[src/core/mode_ctrl_pkg.sv]
// Shared constants and types for the converter mode control block
package mode_ctrl_pkg;

  // ---------------------------------------------------------------
  // Register map
  // ---------------------------------------------------------------
  localparam int ADDR_W = 6;
  localparam logic [ADDR_W-1:0] MODE_CONTROL_ADDR = 6'h01;
  localparam logic [ADDR_W-1:0] SEQ_STATUS_ADDR = 6'h08;
  localparam logic [15:0] MODE_CONTROL_RESET = 16'h2000;
  localparam logic [15:0] MODE_CONTROL_WMASK = 16'hA77C;
  localparam logic [15:0] READ_ZERO = 16'h0000;

  // ---------------------------------------------------------------
  // Field positions
  // ---------------------------------------------------------------
  localparam int REF_EN_BIT = 15;
  localparam int SETTLED_BIT = 13;
  localparam int DELAY_LSB = 8;
  localparam int MODE_LSB = 4;
  localparam int CLKSEL_LSB = 2;

  // ---------------------------------------------------------------
  // Field encodings
  // ---------------------------------------------------------------
  typedef enum logic [2:0] {
    MODE_CONTINUOUS = 3'h0,
    MODE_SINGLE     = 3'h1,
    MODE_STANDBY    = 3'h2,
    MODE_POWER_DOWN = 3'h3,
    MODE_CAL_INT_OFS = 3'h4,
    MODE_CAL_INT_GAIN = 3'h5,
    MODE_CAL_SYS_OFS = 3'h6,
    MODE_CAL_SYS_GAIN = 3'h7
  } op_mode_type;

  typedef enum logic [1:0] {
    CLK_INT_OSC  = 2'h0,
    CLK_INT_OUT  = 2'h1,
    CLK_EXT_IN   = 2'h2,
    CLK_CRYSTAL  = 2'h3
  } clk_sel_type;

  typedef struct packed {
    logic       ref_enable;
    logic       rsvd14;
    logic       settled_rate_only;
    logic [1:0] rsvd12;
    logic [2:0] switch_delay;
    logic       rsvd7;
    op_mode_type op_mode;
    clk_sel_type conversion_clock_select;
    logic [1:0] rsvd1;
  } converter_mode_control_type;

  // ---------------------------------------------------------------
  // Timing
  // ---------------------------------------------------------------
  localparam int CLK_PERIOD_NS = 50;
  localparam int DLY1_NS = 16_000;
  localparam int DLY2_NS = 64_000;
  localparam int DLY3_NS = 160_000;
  localparam int DLY4_NS = 400_000;
  localparam int DLY5_NS = 800_000;
  localparam int DLY6_NS = 3_000_000;
  localparam int DLY7_NS = 4_000_000;
  localparam int DLY1_CYC = (DLY1_NS + CLK_PERIOD_NS - 1) / CLK_PERIOD_NS;
  localparam int DLY2_CYC = (DLY2_NS + CLK_PERIOD_NS - 1) / CLK_PERIOD_NS;
  localparam int DLY3_CYC = (DLY3_NS + CLK_PERIOD_NS - 1) / CLK_PERIOD_NS;
  localparam int DLY4_CYC = (DLY4_NS + CLK_PERIOD_NS - 1) / CLK_PERIOD_NS;
  localparam int DLY5_CYC = (DLY5_NS + CLK_PERIOD_NS - 1) / CLK_PERIOD_NS;
  localparam int DLY6_CYC = (DLY6_NS + CLK_PERIOD_NS - 1) / CLK_PERIOD_NS;
  localparam int DLY7_CYC = (DLY7_NS + CLK_PERIOD_NS - 1) / CLK_PERIOD_NS;
  localparam int CNT_W = 17;

  // ---------------------------------------------------------------
  // Sequencer states
  // ---------------------------------------------------------------
  typedef enum logic [1:0] {
    ST_IDLE   = 2'b00,
    ST_SETTLE = 2'b01,
    ST_RUN    = 2'b11
  } seq_state_type;

endpackage

[src/core/adc_mode_control_register.sv]
// Mode control register and conversion sequencer of the converter
//
// Added by the designer: strobed register access.
`timescale 1ns/1ps
module adc_mode_control_register
  import mode_ctrl_pkg::*;
#(
  parameter int DLY4_CYCLES = DLY4_CYC,
  parameter int DLY5_CYCLES = DLY5_CYC,
  parameter int DLY6_CYCLES = DLY6_CYC,
  parameter int DLY7_CYCLES = DLY7_CYC
) (
  input wire logic i_clk,
  input wire logic i_rst,
  input wire logic [ADDR_W-1:0] i_addr,
  input wire logic [15:0] i_wdata,
  input wire logic i_wr,
  input wire logic i_rd,
  output logic [15:0] o_rdata,
  input wire logic i_channel_switch,
  input wire logic i_single_channel,
  input wire logic i_filter_valid,
  input wire logic i_filter_settled,
  input wire logic i_cal_done,
  input wire logic i_data_read,
  output logic o_filter_reset,
  output logic o_input_hold,
  output logic o_modulator_run,
  output logic o_result_strobe,
  output logic o_cal_start,
  output logic [2:0] o_cal_kind,
  output logic o_ready_n,
  output logic o_standby,
  output logic o_power_down,
  output logic o_ref_enable,
  output logic o_osc_enable,
  output logic o_clk_io_oe,
  output logic o_ext_clk_sel,
  output logic o_crystal_enable
);

  // ---------------------------------------------------------------
  // Register storage
  // ---------------------------------------------------------------
  converter_mode_control_type mode_ff;
  logic [15:0] rdata_ff;
  logic wr_mode;
  logic rd_hit;

  assign wr_mode = i_wr && (i_addr == MODE_CONTROL_ADDR);

  // Reserved bits are masked on write so they can never read back set
  always_ff @(posedge i_clk) begin
    if (i_rst) begin
      mode_ff <= converter_mode_control_type'(MODE_CONTROL_RESET);
    end else if (wr_mode) begin
      mode_ff <= converter_mode_control_type'(i_wdata & MODE_CONTROL_WMASK);
    end
  end

  // ---------------------------------------------------------------
  // Sequencer
  // ---------------------------------------------------------------
  seq_state_type state_ff;
  seq_state_type nxt_state;
  logic restart_ff;
  logic timer_load;
  logic timer_busy;
  logic timer_done;
  logic [CNT_W-1:0] delay_cycles;
  logic is_cal;
  logic converting_mode;
  logic result_ok;
  logic accept;
  logic single_done;

  assign is_cal = mode_ff.op_mode[2];
  assign converting_mode = (mode_ff.op_mode == MODE_CONTINUOUS) ||
                           (mode_ff.op_mode == MODE_SINGLE);

  // Code 0 arms no wait; the long codes are parameters so a bench can shorten them
  always_comb begin
    unique case (mode_ff.switch_delay)
      3'h0: delay_cycles = '0;
      3'h1: delay_cycles = CNT_W'(DLY1_CYC);
      3'h2: delay_cycles = CNT_W'(DLY2_CYC);
      3'h3: delay_cycles = CNT_W'(DLY3_CYC);
      3'h4: delay_cycles = CNT_W'(DLY4_CYCLES);
      3'h5: delay_cycles = CNT_W'(DLY5_CYCLES);
      3'h6: delay_cycles = CNT_W'(DLY6_CYCLES);
      3'h7: delay_cycles = CNT_W'(DLY7_CYCLES);
    endcase
  end

  // Unsettled outputs are dropped only with a single active channel
  assign result_ok = !(mode_ff.settled_rate_only && i_single_channel) ||
                     i_filter_settled;
  assign accept = (state_ff == ST_RUN) && !is_cal && i_filter_valid && result_ok;
  assign single_done = accept && (mode_ff.op_mode == MODE_SINGLE);

  // Restart runs one cycle after the write so new settings are in place
  always_ff @(posedge i_clk) begin
    if (i_rst) begin
      restart_ff <= 1'b0;
    end else begin
      restart_ff <= wr_mode;
    end
  end

  // A single conversion that ends with a switch stays ended, no wait is armed
  assign timer_load = (state_ff == ST_RUN) && converting_mode && i_channel_switch &&
                      !single_done;

  always_comb begin
    nxt_state = state_ff;
    unique case (state_ff)
      ST_IDLE: begin
        if (restart_ff && (converting_mode || is_cal)) begin
          nxt_state = ST_RUN;
        end
      end
      ST_RUN: begin
        if (timer_load && delay_cycles != '0) begin
          nxt_state = ST_SETTLE;
        end else if (is_cal && i_cal_done) begin
          nxt_state = ST_IDLE;
        end else if (single_done) begin
          nxt_state = ST_IDLE;
        end
      end
      ST_SETTLE: begin
        if (timer_done) begin
          nxt_state = ST_RUN;
        end
      end
      default: nxt_state = ST_IDLE;
    endcase
  end

  always_ff @(posedge i_clk) begin
    if (i_rst || wr_mode) begin
      state_ff <= ST_IDLE;
    end else begin
      state_ff <= nxt_state;
    end
  end

  // A mode write aborts any running wait so a new delay code starts clean
  settle_timer #(
    .WIDTH(CNT_W)
  ) u_settle_timer (
    .i_clk(i_clk),
    .i_rst(i_rst),
    .i_load(timer_load),
    .i_abort(wr_mode),
    .i_count(delay_cycles),
    .o_busy(timer_busy),
    .o_done(timer_done)
  );

  // ---------------------------------------------------------------
  // Ready flag
  // ---------------------------------------------------------------
  logic ready_n_ff;
  logic cal_finish;

  assign cal_finish = (state_ff == ST_RUN) && is_cal && i_cal_done;

  // A fresh result beats a data read landing in the same cycle
  always_ff @(posedge i_clk) begin
    if (i_rst || wr_mode) begin
      ready_n_ff <= 1'b1;
    end else if (accept || cal_finish) begin
      ready_n_ff <= 1'b0;
    end else if (i_data_read) begin
      ready_n_ff <= 1'b1;
    end
  end

  // ---------------------------------------------------------------
  // Converter control outputs
  // ---------------------------------------------------------------
  logic filter_reset_ff;
  logic input_hold_ff;
  logic run_ff;
  logic strobe_ff;
  logic cal_start_ff;
  logic [2:0] cal_kind_ff;

  always_ff @(posedge i_clk) begin
    if (i_rst) begin
      filter_reset_ff <= 1'b0;
      cal_start_ff <= 1'b0;
    end else begin
      filter_reset_ff <= wr_mode;
      cal_start_ff <= (state_ff == ST_IDLE) && restart_ff && is_cal;
    end
  end

  always_ff @(posedge i_clk) begin
    if (i_rst) begin
      input_hold_ff <= 1'b0;
      run_ff <= 1'b0;
      strobe_ff <= 1'b0;
      cal_kind_ff <= 3'h0;
    end else begin
      input_hold_ff <= (nxt_state == ST_SETTLE) && !wr_mode;
      run_ff <= (nxt_state != ST_IDLE) && !wr_mode;
      strobe_ff <= accept && !wr_mode;
      // Copied every cycle; it only matters beside the start pulse
      cal_kind_ff <= mode_ff.op_mode;
    end
  end

  // ---------------------------------------------------------------
  // Power, reference and clock controls
  // ---------------------------------------------------------------
  logic standby_ff;
  logic power_down_ff;
  logic ref_ff;
  logic osc_ff;
  logic clk_oe_ff;
  logic ext_ff;
  logic xtal_ff;

  always_ff @(posedge i_clk) begin
    if (i_rst) begin
      standby_ff <= 1'b0;
      power_down_ff <= 1'b0;
      ref_ff <= 1'b0;
    end else begin
      standby_ff <= (mode_ff.op_mode == MODE_STANDBY);
      power_down_ff <= (mode_ff.op_mode == MODE_POWER_DOWN);
      // Power-down drops the reference regardless of the enable bit
      ref_ff <= mode_ff.ref_enable && (mode_ff.op_mode != MODE_POWER_DOWN);
    end
  end

  // Oscillator follows the select bits, no separate enable needed
  always_ff @(posedge i_clk) begin
    if (i_rst) begin
      osc_ff <= 1'b1;
      clk_oe_ff <= 1'b0;
      ext_ff <= 1'b0;
      xtal_ff <= 1'b0;
    end else begin
      osc_ff <= (mode_ff.conversion_clock_select == CLK_INT_OSC) ||
                (mode_ff.conversion_clock_select == CLK_INT_OUT);
      clk_oe_ff <= (mode_ff.conversion_clock_select == CLK_INT_OUT);
      ext_ff <= (mode_ff.conversion_clock_select == CLK_EXT_IN);
      xtal_ff <= (mode_ff.conversion_clock_select == CLK_CRYSTAL);
    end
  end

  // ---------------------------------------------------------------
  // Read port
  // ---------------------------------------------------------------
  assign rd_hit = i_rd && (i_addr == MODE_CONTROL_ADDR);

  // ---------------------------------------------------------------
  // Status word
  // ---------------------------------------------------------------
  logic [15:0] status_word;

  // Timer busy, sequencer state, calibration flag and ready flag, low bit last
  assign status_word = {11'h000, timer_busy, state_ff, is_cal, ready_n_ff};

  always_ff @(posedge i_clk) begin
    if (i_rst) begin
      rdata_ff <= READ_ZERO;
    end else if (rd_hit) begin
      rdata_ff <= 16'(mode_ff) & MODE_CONTROL_WMASK;
    end else if (i_rd && i_addr == SEQ_STATUS_ADDR) begin
      rdata_ff <= status_word;
    end else begin
      // Unmapped reads and idle cycles return zero
      rdata_ff <= READ_ZERO;
    end
  end

  assign o_rdata = rdata_ff;
  assign o_filter_reset = filter_reset_ff;
  assign o_input_hold = input_hold_ff;
  assign o_modulator_run = run_ff;
  assign o_result_strobe = strobe_ff;
  assign o_cal_start = cal_start_ff;
  assign o_cal_kind = cal_kind_ff;
  assign o_ready_n = ready_n_ff;
  assign o_standby = standby_ff;
  assign o_power_down = power_down_ff;
  assign o_ref_enable = ref_ff;
  assign o_osc_enable = osc_ff;
  assign o_clk_io_oe = clk_oe_ff;
  assign o_ext_clk_sel = ext_ff;
  assign o_crystal_enable = xtal_ff;

endmodule // adc_mode_control_register

[src/core/settle_timer.sv]
// Down-counter that times the wait after a channel switch
`timescale 1ns/1ps
module settle_timer #(
  parameter int WIDTH = 17
) (
  input wire logic i_clk,
  input wire logic i_rst,
  input wire logic i_load,
  input wire logic i_abort,
  input wire logic [WIDTH-1:0] i_count,
  output logic o_busy,
  output logic o_done
);

  logic [WIDTH-1:0] count_ff;
  logic busy_ff;
  logic done_ff;

  // ---------------------------------------------------------------
  // Counter
  // ---------------------------------------------------------------
  // Abort beats load so a restart never leaves a stale wait running
  always_ff @(posedge i_clk) begin
    if (i_rst || i_abort) begin
      count_ff <= '0;
      busy_ff <= 1'b0;
      done_ff <= 1'b0;
    end else if (i_load) begin
      count_ff <= i_count;
      busy_ff <= (i_count != '0);
      done_ff <= (i_count == '0);
    end else if (busy_ff) begin
      count_ff <= count_ff - WIDTH'(1);
      busy_ff <= (count_ff != WIDTH'(1));
      done_ff <= (count_ff == WIDTH'(1));
    end else begin
      done_ff <= 1'b0;
    end
  end

  assign o_busy = busy_ff;
  assign o_done = done_ff;

endmodule // settle_timer

[config.mk]
export PLATFORM = sky130hd
export DESIGN_NAME = adc_mode_control_register
export DESIGN_NICKNAME = d
export VERILOG_FILES = /design/src/core/mode_ctrl_pkg.sv /design/src/core/adc_mode_control_register.sv /design/src/core/settle_timer.sv
export SDC_FILE = /design/constraint.sdc
export NUM_CORES = 1
export LEC_CHECK = 0
export BUFFER_PORTS_ARGS = -buffer_cell sky130_fd_sc_hd__clkbuf_2
export CAP_MARGIN = 20
export CORE_MARGIN = 2
export CORE_UTILIZATION = 47
export CTS_CLUSTER_DIAMETER = 120
export DETAILED_ROUTE_END_ITERATION = 6
export HOLD_SLACK_MARGIN = 0.08
export PLACE_DENSITY = 0.85
export RECOVER_POWER = 50
export REMOVE_ABC_BUFFERS = 1
export SLEW_MARGIN = 20
export SYNTH_ARGS = -nofsm -noshare
export SYNTH_HDL_FRONTEND = slang
export SYNTH_SLANG_ARGS = --single-unit
[constraint.sdc]
create_clock -name i_clk -period 2.1 [get_ports i_clk]
set_clock_uncertainty 0.05 [all_clocks]
set_input_delay 0.315 -clock i_clk [delete_from_list [all_inputs] [get_ports i_clk]]
set_output_delay 0.315 -clock i_clk [all_outputs]
set_load 0.05 [all_outputs]
## Word-level counts from Yosys, hierarchy flattened

Memories as Yosys holds them, arrays and structs flattened. A register that Yosys moved wholly into a read port is not among the register bits.
Cells that the tools add are included.

- Multiplexer cells: 18
- Bitwise logic cells: 1
- Equal/unequal tests: 14
- $add $sub $neg: 1
- Reductions and logical operators: 42

Operators with widths:

| cell | number |
|---|---|
| $mux 17 | 2 |
| $logic_and 1x1->1 | 22 |
| $eq 17x1->1 const B | 1 |
| $logic_not 17->1 | 1 |
| $ne 17x1->1 const B | 1 |
| $reduce_bool 17->1 | 1 |
| $sub 17x1->17 const B | 1 |
| $mux 16 | 1 |
| $mux 2 | 5 |
| $eq 2x1->1 const B | 3 |
| $eq 2x2->1 const B | 3 |
| $eq 3x2->1 const B | 2 |
| $eq 6x1->1 const B | 1 |
| $eq 6x4->1 const B | 1 |
| $logic_or 1x1->1 | 6 |
| $mux 1 | 6 |
| $mux 3 | 2 |
| $pmux 2 s3 | 1 |
| $reduce_bool 2->1 | 3 |
| $mux 5 | 1 |
| $logic_not 1->1 | 4 |
| $logic_not 2->1 | 2 |
| $eq 3x1->1 const B | 1 |
| $logic_not 3->1 | 1 |
| 4 further kinds | 4 |

- Memories kept: 1
- Memory bits (read-only): 96
- Output and inout port bits: 32
- Logic and storage cells: 103
- Flip-flop bits (word level): 63

Memories:

| memory | words | width | read ports | clocked after Yosys merged registers in | write ports | line | RTL |
|---|---|---|---|---|---|---|---|
| (name not given) | 8 | 12 | 1 | 1 | 0 | adc_mode_control_register.sv:83 | `unique case (mode_ff.switch_delay)` |

## Depth between registers and ports, before layout

- Word-level depth: 12
- Gate-level depth with buffers: 9
- Mapped depth without buffers: 7

## By module

From an unflattened synthesis, not the netlist that was laid out.

- Cell total of the unflattened synthesis: 304
- Area total of the unflattened synthesis: 2,915.3 um^2

Modules (own cells, without submodules):

| module | instances | area each (um^2) | cells each |
|---|---|---|---|
| adc_mode_control_register | 1 | 1,864.3 | 175 |
| settle_timer | 1 | 1,051.0 | 129 |

## Least setup slack after synthesis

OpenSTA, ideal clock, no wires.

- Kind: input -> register
- Start point: input port i_addr[1]
- End point: register, netlist name delay_cycles[8]
- Setup time: 0.121 ns
- Data arrival time: 2.095 ns
- Buffers on the path: 2
- Data required time: 1.929 ns
- Cell stages on the path: 8
- Slack: -0.166 ns
- Cell sequence: nor4_1 -> and3_1 -> clkbuf_2 -> nor2b_1 -> clkbuf_1 -> a22oi_1 -> ha_1 -> mux2_2

- Word-level cells in the longest chain between the ends: 4

RTL lines:

| what | line | RTL |
|---|---|---|
| start, declared | adc_mode_control_register.sv:15 | `input wire logic [ADDR_W-1:0] i_addr,` |
| $eq 6x1->1 | adc_mode_control_register.sv:50 | `assign wr_mode = i_wr && (i_addr == MODE_CONTROL_ADDR);` |
| $logic_and 1x1->1 | adc_mode_control_register.sv:50 |  |
| $mux 3 (no line) (2 in a row) | -- |  |

No other way between the ends.
A chain may end at the register's enable or synchronous reset.

## Worst setup path after layout

- Start point: register u_settle_timer.count_ff[0]
- End point: register u_settle_timer.count_ff[7]

- Word-level cells in the longest chain between the ends: 3

RTL lines:

| what | line | RTL |
|---|---|---|
| start, declared | settle_timer.sv:15 | `logic [WIDTH-1:0] count_ff;` |
| start signal, assigned | settle_timer.sv:29 | `count_ff <= i_count;` |
| start signal, assigned | settle_timer.sv:33 | `count_ff <= count_ff - WIDTH'(1);` |
| $sub 17x1->17 | settle_timer.sv:33 |  |
| $mux 17 | settle_timer.sv:32 | `end else if (busy_ff) begin` |
| $mux 17 | settle_timer.sv:28 | `end else if (i_load) begin` |

No other way between the ends. The select of a mux whose other input is x is not followed.

==> impl_metrics.json <==
{
  "status": "complete, no violations",
  "grt_pass1_vias": 2081,
  "dpl.hpwl_um": 4104,
  "irDropWorstVdd_mv": 0.5767,
  "min_path_type": "primary input to flip-flop",
  "wl_met2_um": 2883,
  "synthToLayoutAreaGrowth_pct": 21.19,
  "final_area_mm2": 0.003227,
  "pwr-share-seq_pct": 55.8,
  "grt_pass1_wl_um": 9128,
  "ys_async_sr_fraction_pct": 0,
  "die_h_um": 79.27,
  "cap_viol_max_count": 0,
  "ys_types": 50,
  "finalCritPeriodShare_pct": 96.25,
  "gr-total-overflow": 0,
  "drive_gt1_share_pct": 18.98,
  "drc": 0,
  "rsz0062_at_grt": "false",
  "place.gp.congestion": 0.8408,
  "slew_violations": 0,
  "clk_pin_slew_worst_paths_ns": 0.07,
  "postCtsHoldBufs": 0,
  "dr.first_iter.drc_count": 84,
  "timing.rr.start": "u_settle_timer.count_ff[0]",
  "cp-end-kind": "flip-flop",
  "cts_tree": "built",
  "grt_use_total_pct": 18.89,
  "post-route-min-period_ns": 2.021,
  "ys_top_cells_by_area": "dfxtp_1 52%, nor2_1 4.5%, ha_1 4.2%, a21oi_1 3.0%, xnor2_1 3.0%",
  "design.die.area_mm2": 0.006283,
  "wl_per_cell_um": 13.20,
  "arrival_ns": 2.21,
  "swShare_pct": 22.71,
  "yosysTopAreaCellShare_pct": 51.88,
  "routed_wirelength_um": 5609,
  "io_pins": 64,
  "crit_path_start": "u_settle_timer.count_ff[0]",
  "drtAntennaViolNets": 0,
  "drt_first_pass_iters": 4,
  "rows": 27,
  "cts_root_buf": "clkbuf_8",
  "syn-instance-count": 279,
  "leakage_uw": 0.001359,
  "htreeDepth": 3,
  "route.top_layer_used": "met4",
  "power.density_mw_per_mm2": 733.4,
  "vias": 2152,
  "insertion_delay_ns": 0.35,
  "critical_path_class": "flip-flop to flip-flop",
  "start_kind": "flip-flop",
  "clock_path_buffers": 2,
  "power.internal_uw": 1829,
  "ctsResizeCount": 0,
  "synth_edf_count": 0,
  "p_comb_share_pct": 4.5,
  "synth_largest_area_cell": "dfxtp_1",
  "required_ns": 2.28,
  "ys_warn_count": 0,
  "layout_common_cells": "67 x dfxtp_1, 32 x nor2_1, 30 x clkbuf_1",
  "path_max_fanout": 4,
  "wl_met1_um": 2342,
  "antenna_found_initial": 0,
  "grt_max_degree": 17,
  "layout_commonest_cell": "dfxtp_1",
  "finalHoldViolations": 0,
  "fin_nets": 391,
  "ys.flop_type": "dfxtp_1",
  "diodes": 0,
  "setup_viol": 0,
  "vias_per_cell": 5.064,
  "syn_area_mm2": 0.002663,
  "relSlewSlack_pct": 53.47,
  "power.switching_uw": 537.6,
  "port_buffers": 53,
  "clkPwrFrac_pct": 39.7,
  "worst_pin_slew_ns": 0.6979,
  "ys_seq_elements": 69,
  "holdCritStartpoint": "i_wdata[15]",
  "die_x_um": 79.27,
  "numCtsBuffers": 9,
  "ff2ff_path_depth": 5,
  "ys_seq_area_share_pct": 51.88,
  "dpl_cell_area_mm2": 0.003090,
  "final_core_utilization_pct": 58.96,
  "wl_met3_um": 279,
  "initial_utilization_pct": 48.65,
  "coreArea_mm2": 0.005473,
  "syn_area_per_cell_um2": 9.543,
  "post_cts_buffers": 0,
  "clock_sinks": 69,
  "max_freq_ghz": 0.4947,
  "holdPathStages": 3
}
[critical path, cell delays in order (launching register included)]
cell and delay, ns:
dfxtp_1 0.35, or3b_1 0.43, or3_1 0.40, or4_4 0.44
xor2_1 0.16, a21oi_1 0.08
[path summary, 6_finish.rpt]
kind                                     end  slack [ns]
setup / recovery  u_settle_timer.count_ff[7]        0.08
hold / removal                   mode_ff[15]        0.11
setup reg to reg  u_settle_timer.count_ff[7]        0.08
hold reg to reg                o_ext_clk_sel        0.40
[flip-flops by register name, indices dropped and copies added (netlist names), 2 cells and up]
| register | count |
|---|---|
| mode_ff | 9 |
| delay_cycles | 10 |
| o_rdata | 12 |
| u_settle_timer.count_ff | 17 |
| o_cal_kind | 3 |
| state_ff | 2 |
[power by group through the flow]
| stage | clock network [uW] | registers [uW] | logic (uW) |
|---|---|---|---|
| finish | 939 | 1320 | 106 |
| global route | 1000 | 1320 | 116 |
| CTS | 956 | 1320 | 108 |
| detailed placement | 0 | 1350 | 107 |
| global placement | 0 | 1350 | 106 |
| floorplan | 0 | 1360 | 48.8 |
[synth_stat cells (2+ instances only)]
master    instances
nand2_1          13
or3_1             2
a22o_1            3
a21oi_1          16
nor2_1           32
nand3_1           3
o21ai_0          13
or2_2             4
or4_1             2
nor3_1            9
inv_1            13
clkbuf_1          8
nor4_1            7
xor2_1            6
a22oi_1           4
buf_4             4
nand2b_1          4
nor3b_1           3
nor4b_1           2
nor2b_1           6
ha_1              9
dfxtp_1          69
mux2i_1           3
xnor2_1           9
a211oi_1          3
and3_1            3
and2_1            6
[cell families after synthesis]
group / after synthesis / share of synthesized area [%]
fa+ha+maj: 9 / 4.229
simple gates: 106 / 21.48
xor+xnor: 15 / 4.934
buf+inv: 28 / 4.887
other cells: 1 / 0.1408
mux: 4 / 1.551
flops: 69 / 51.88
compound gates: 47 / 10.90
[per-stage QoR]
step                      worst slack, ns  hold WS (ns)  cells  power, uW  TNS [ns]
final                             0.07875        0.1146    425       2367         0
after global routing             0.009251        0.1278    425       2439         0
after CTS                         0.08661        0.1000    425       2385         0
after detailed placement          -0.2022        0.3931    411       1457    -1.199
after global placement            -0.1016        0.3853    411       1455   -0.3091
after floorplan                   -0.1968        0.3361    267       1410   -0.3439
[final cells by class]
cell class	count	area, um^2
multi-input cells	185	1170
fillers	509	2246
well taps	72	90.09
inverters	13	48.80
repair buffers	72	369.1
flip-flops and latches	69	1384
clock inverters	2	10.01
clock buffers	12	155.1
[per-layer routing]
| metal | global-route usage, % | up-vias |
|---|---|---|
| li1 | - | 1081 |
| met1 | 21.14 | 1002 |
| met2 | 32.71 | 58 |
| met3 | 6.250 | 11 |
| met4 | 8.103 | 0 |
| met5 | 0 | - |
Note: power is estimated with default switching activity, not from simulation.
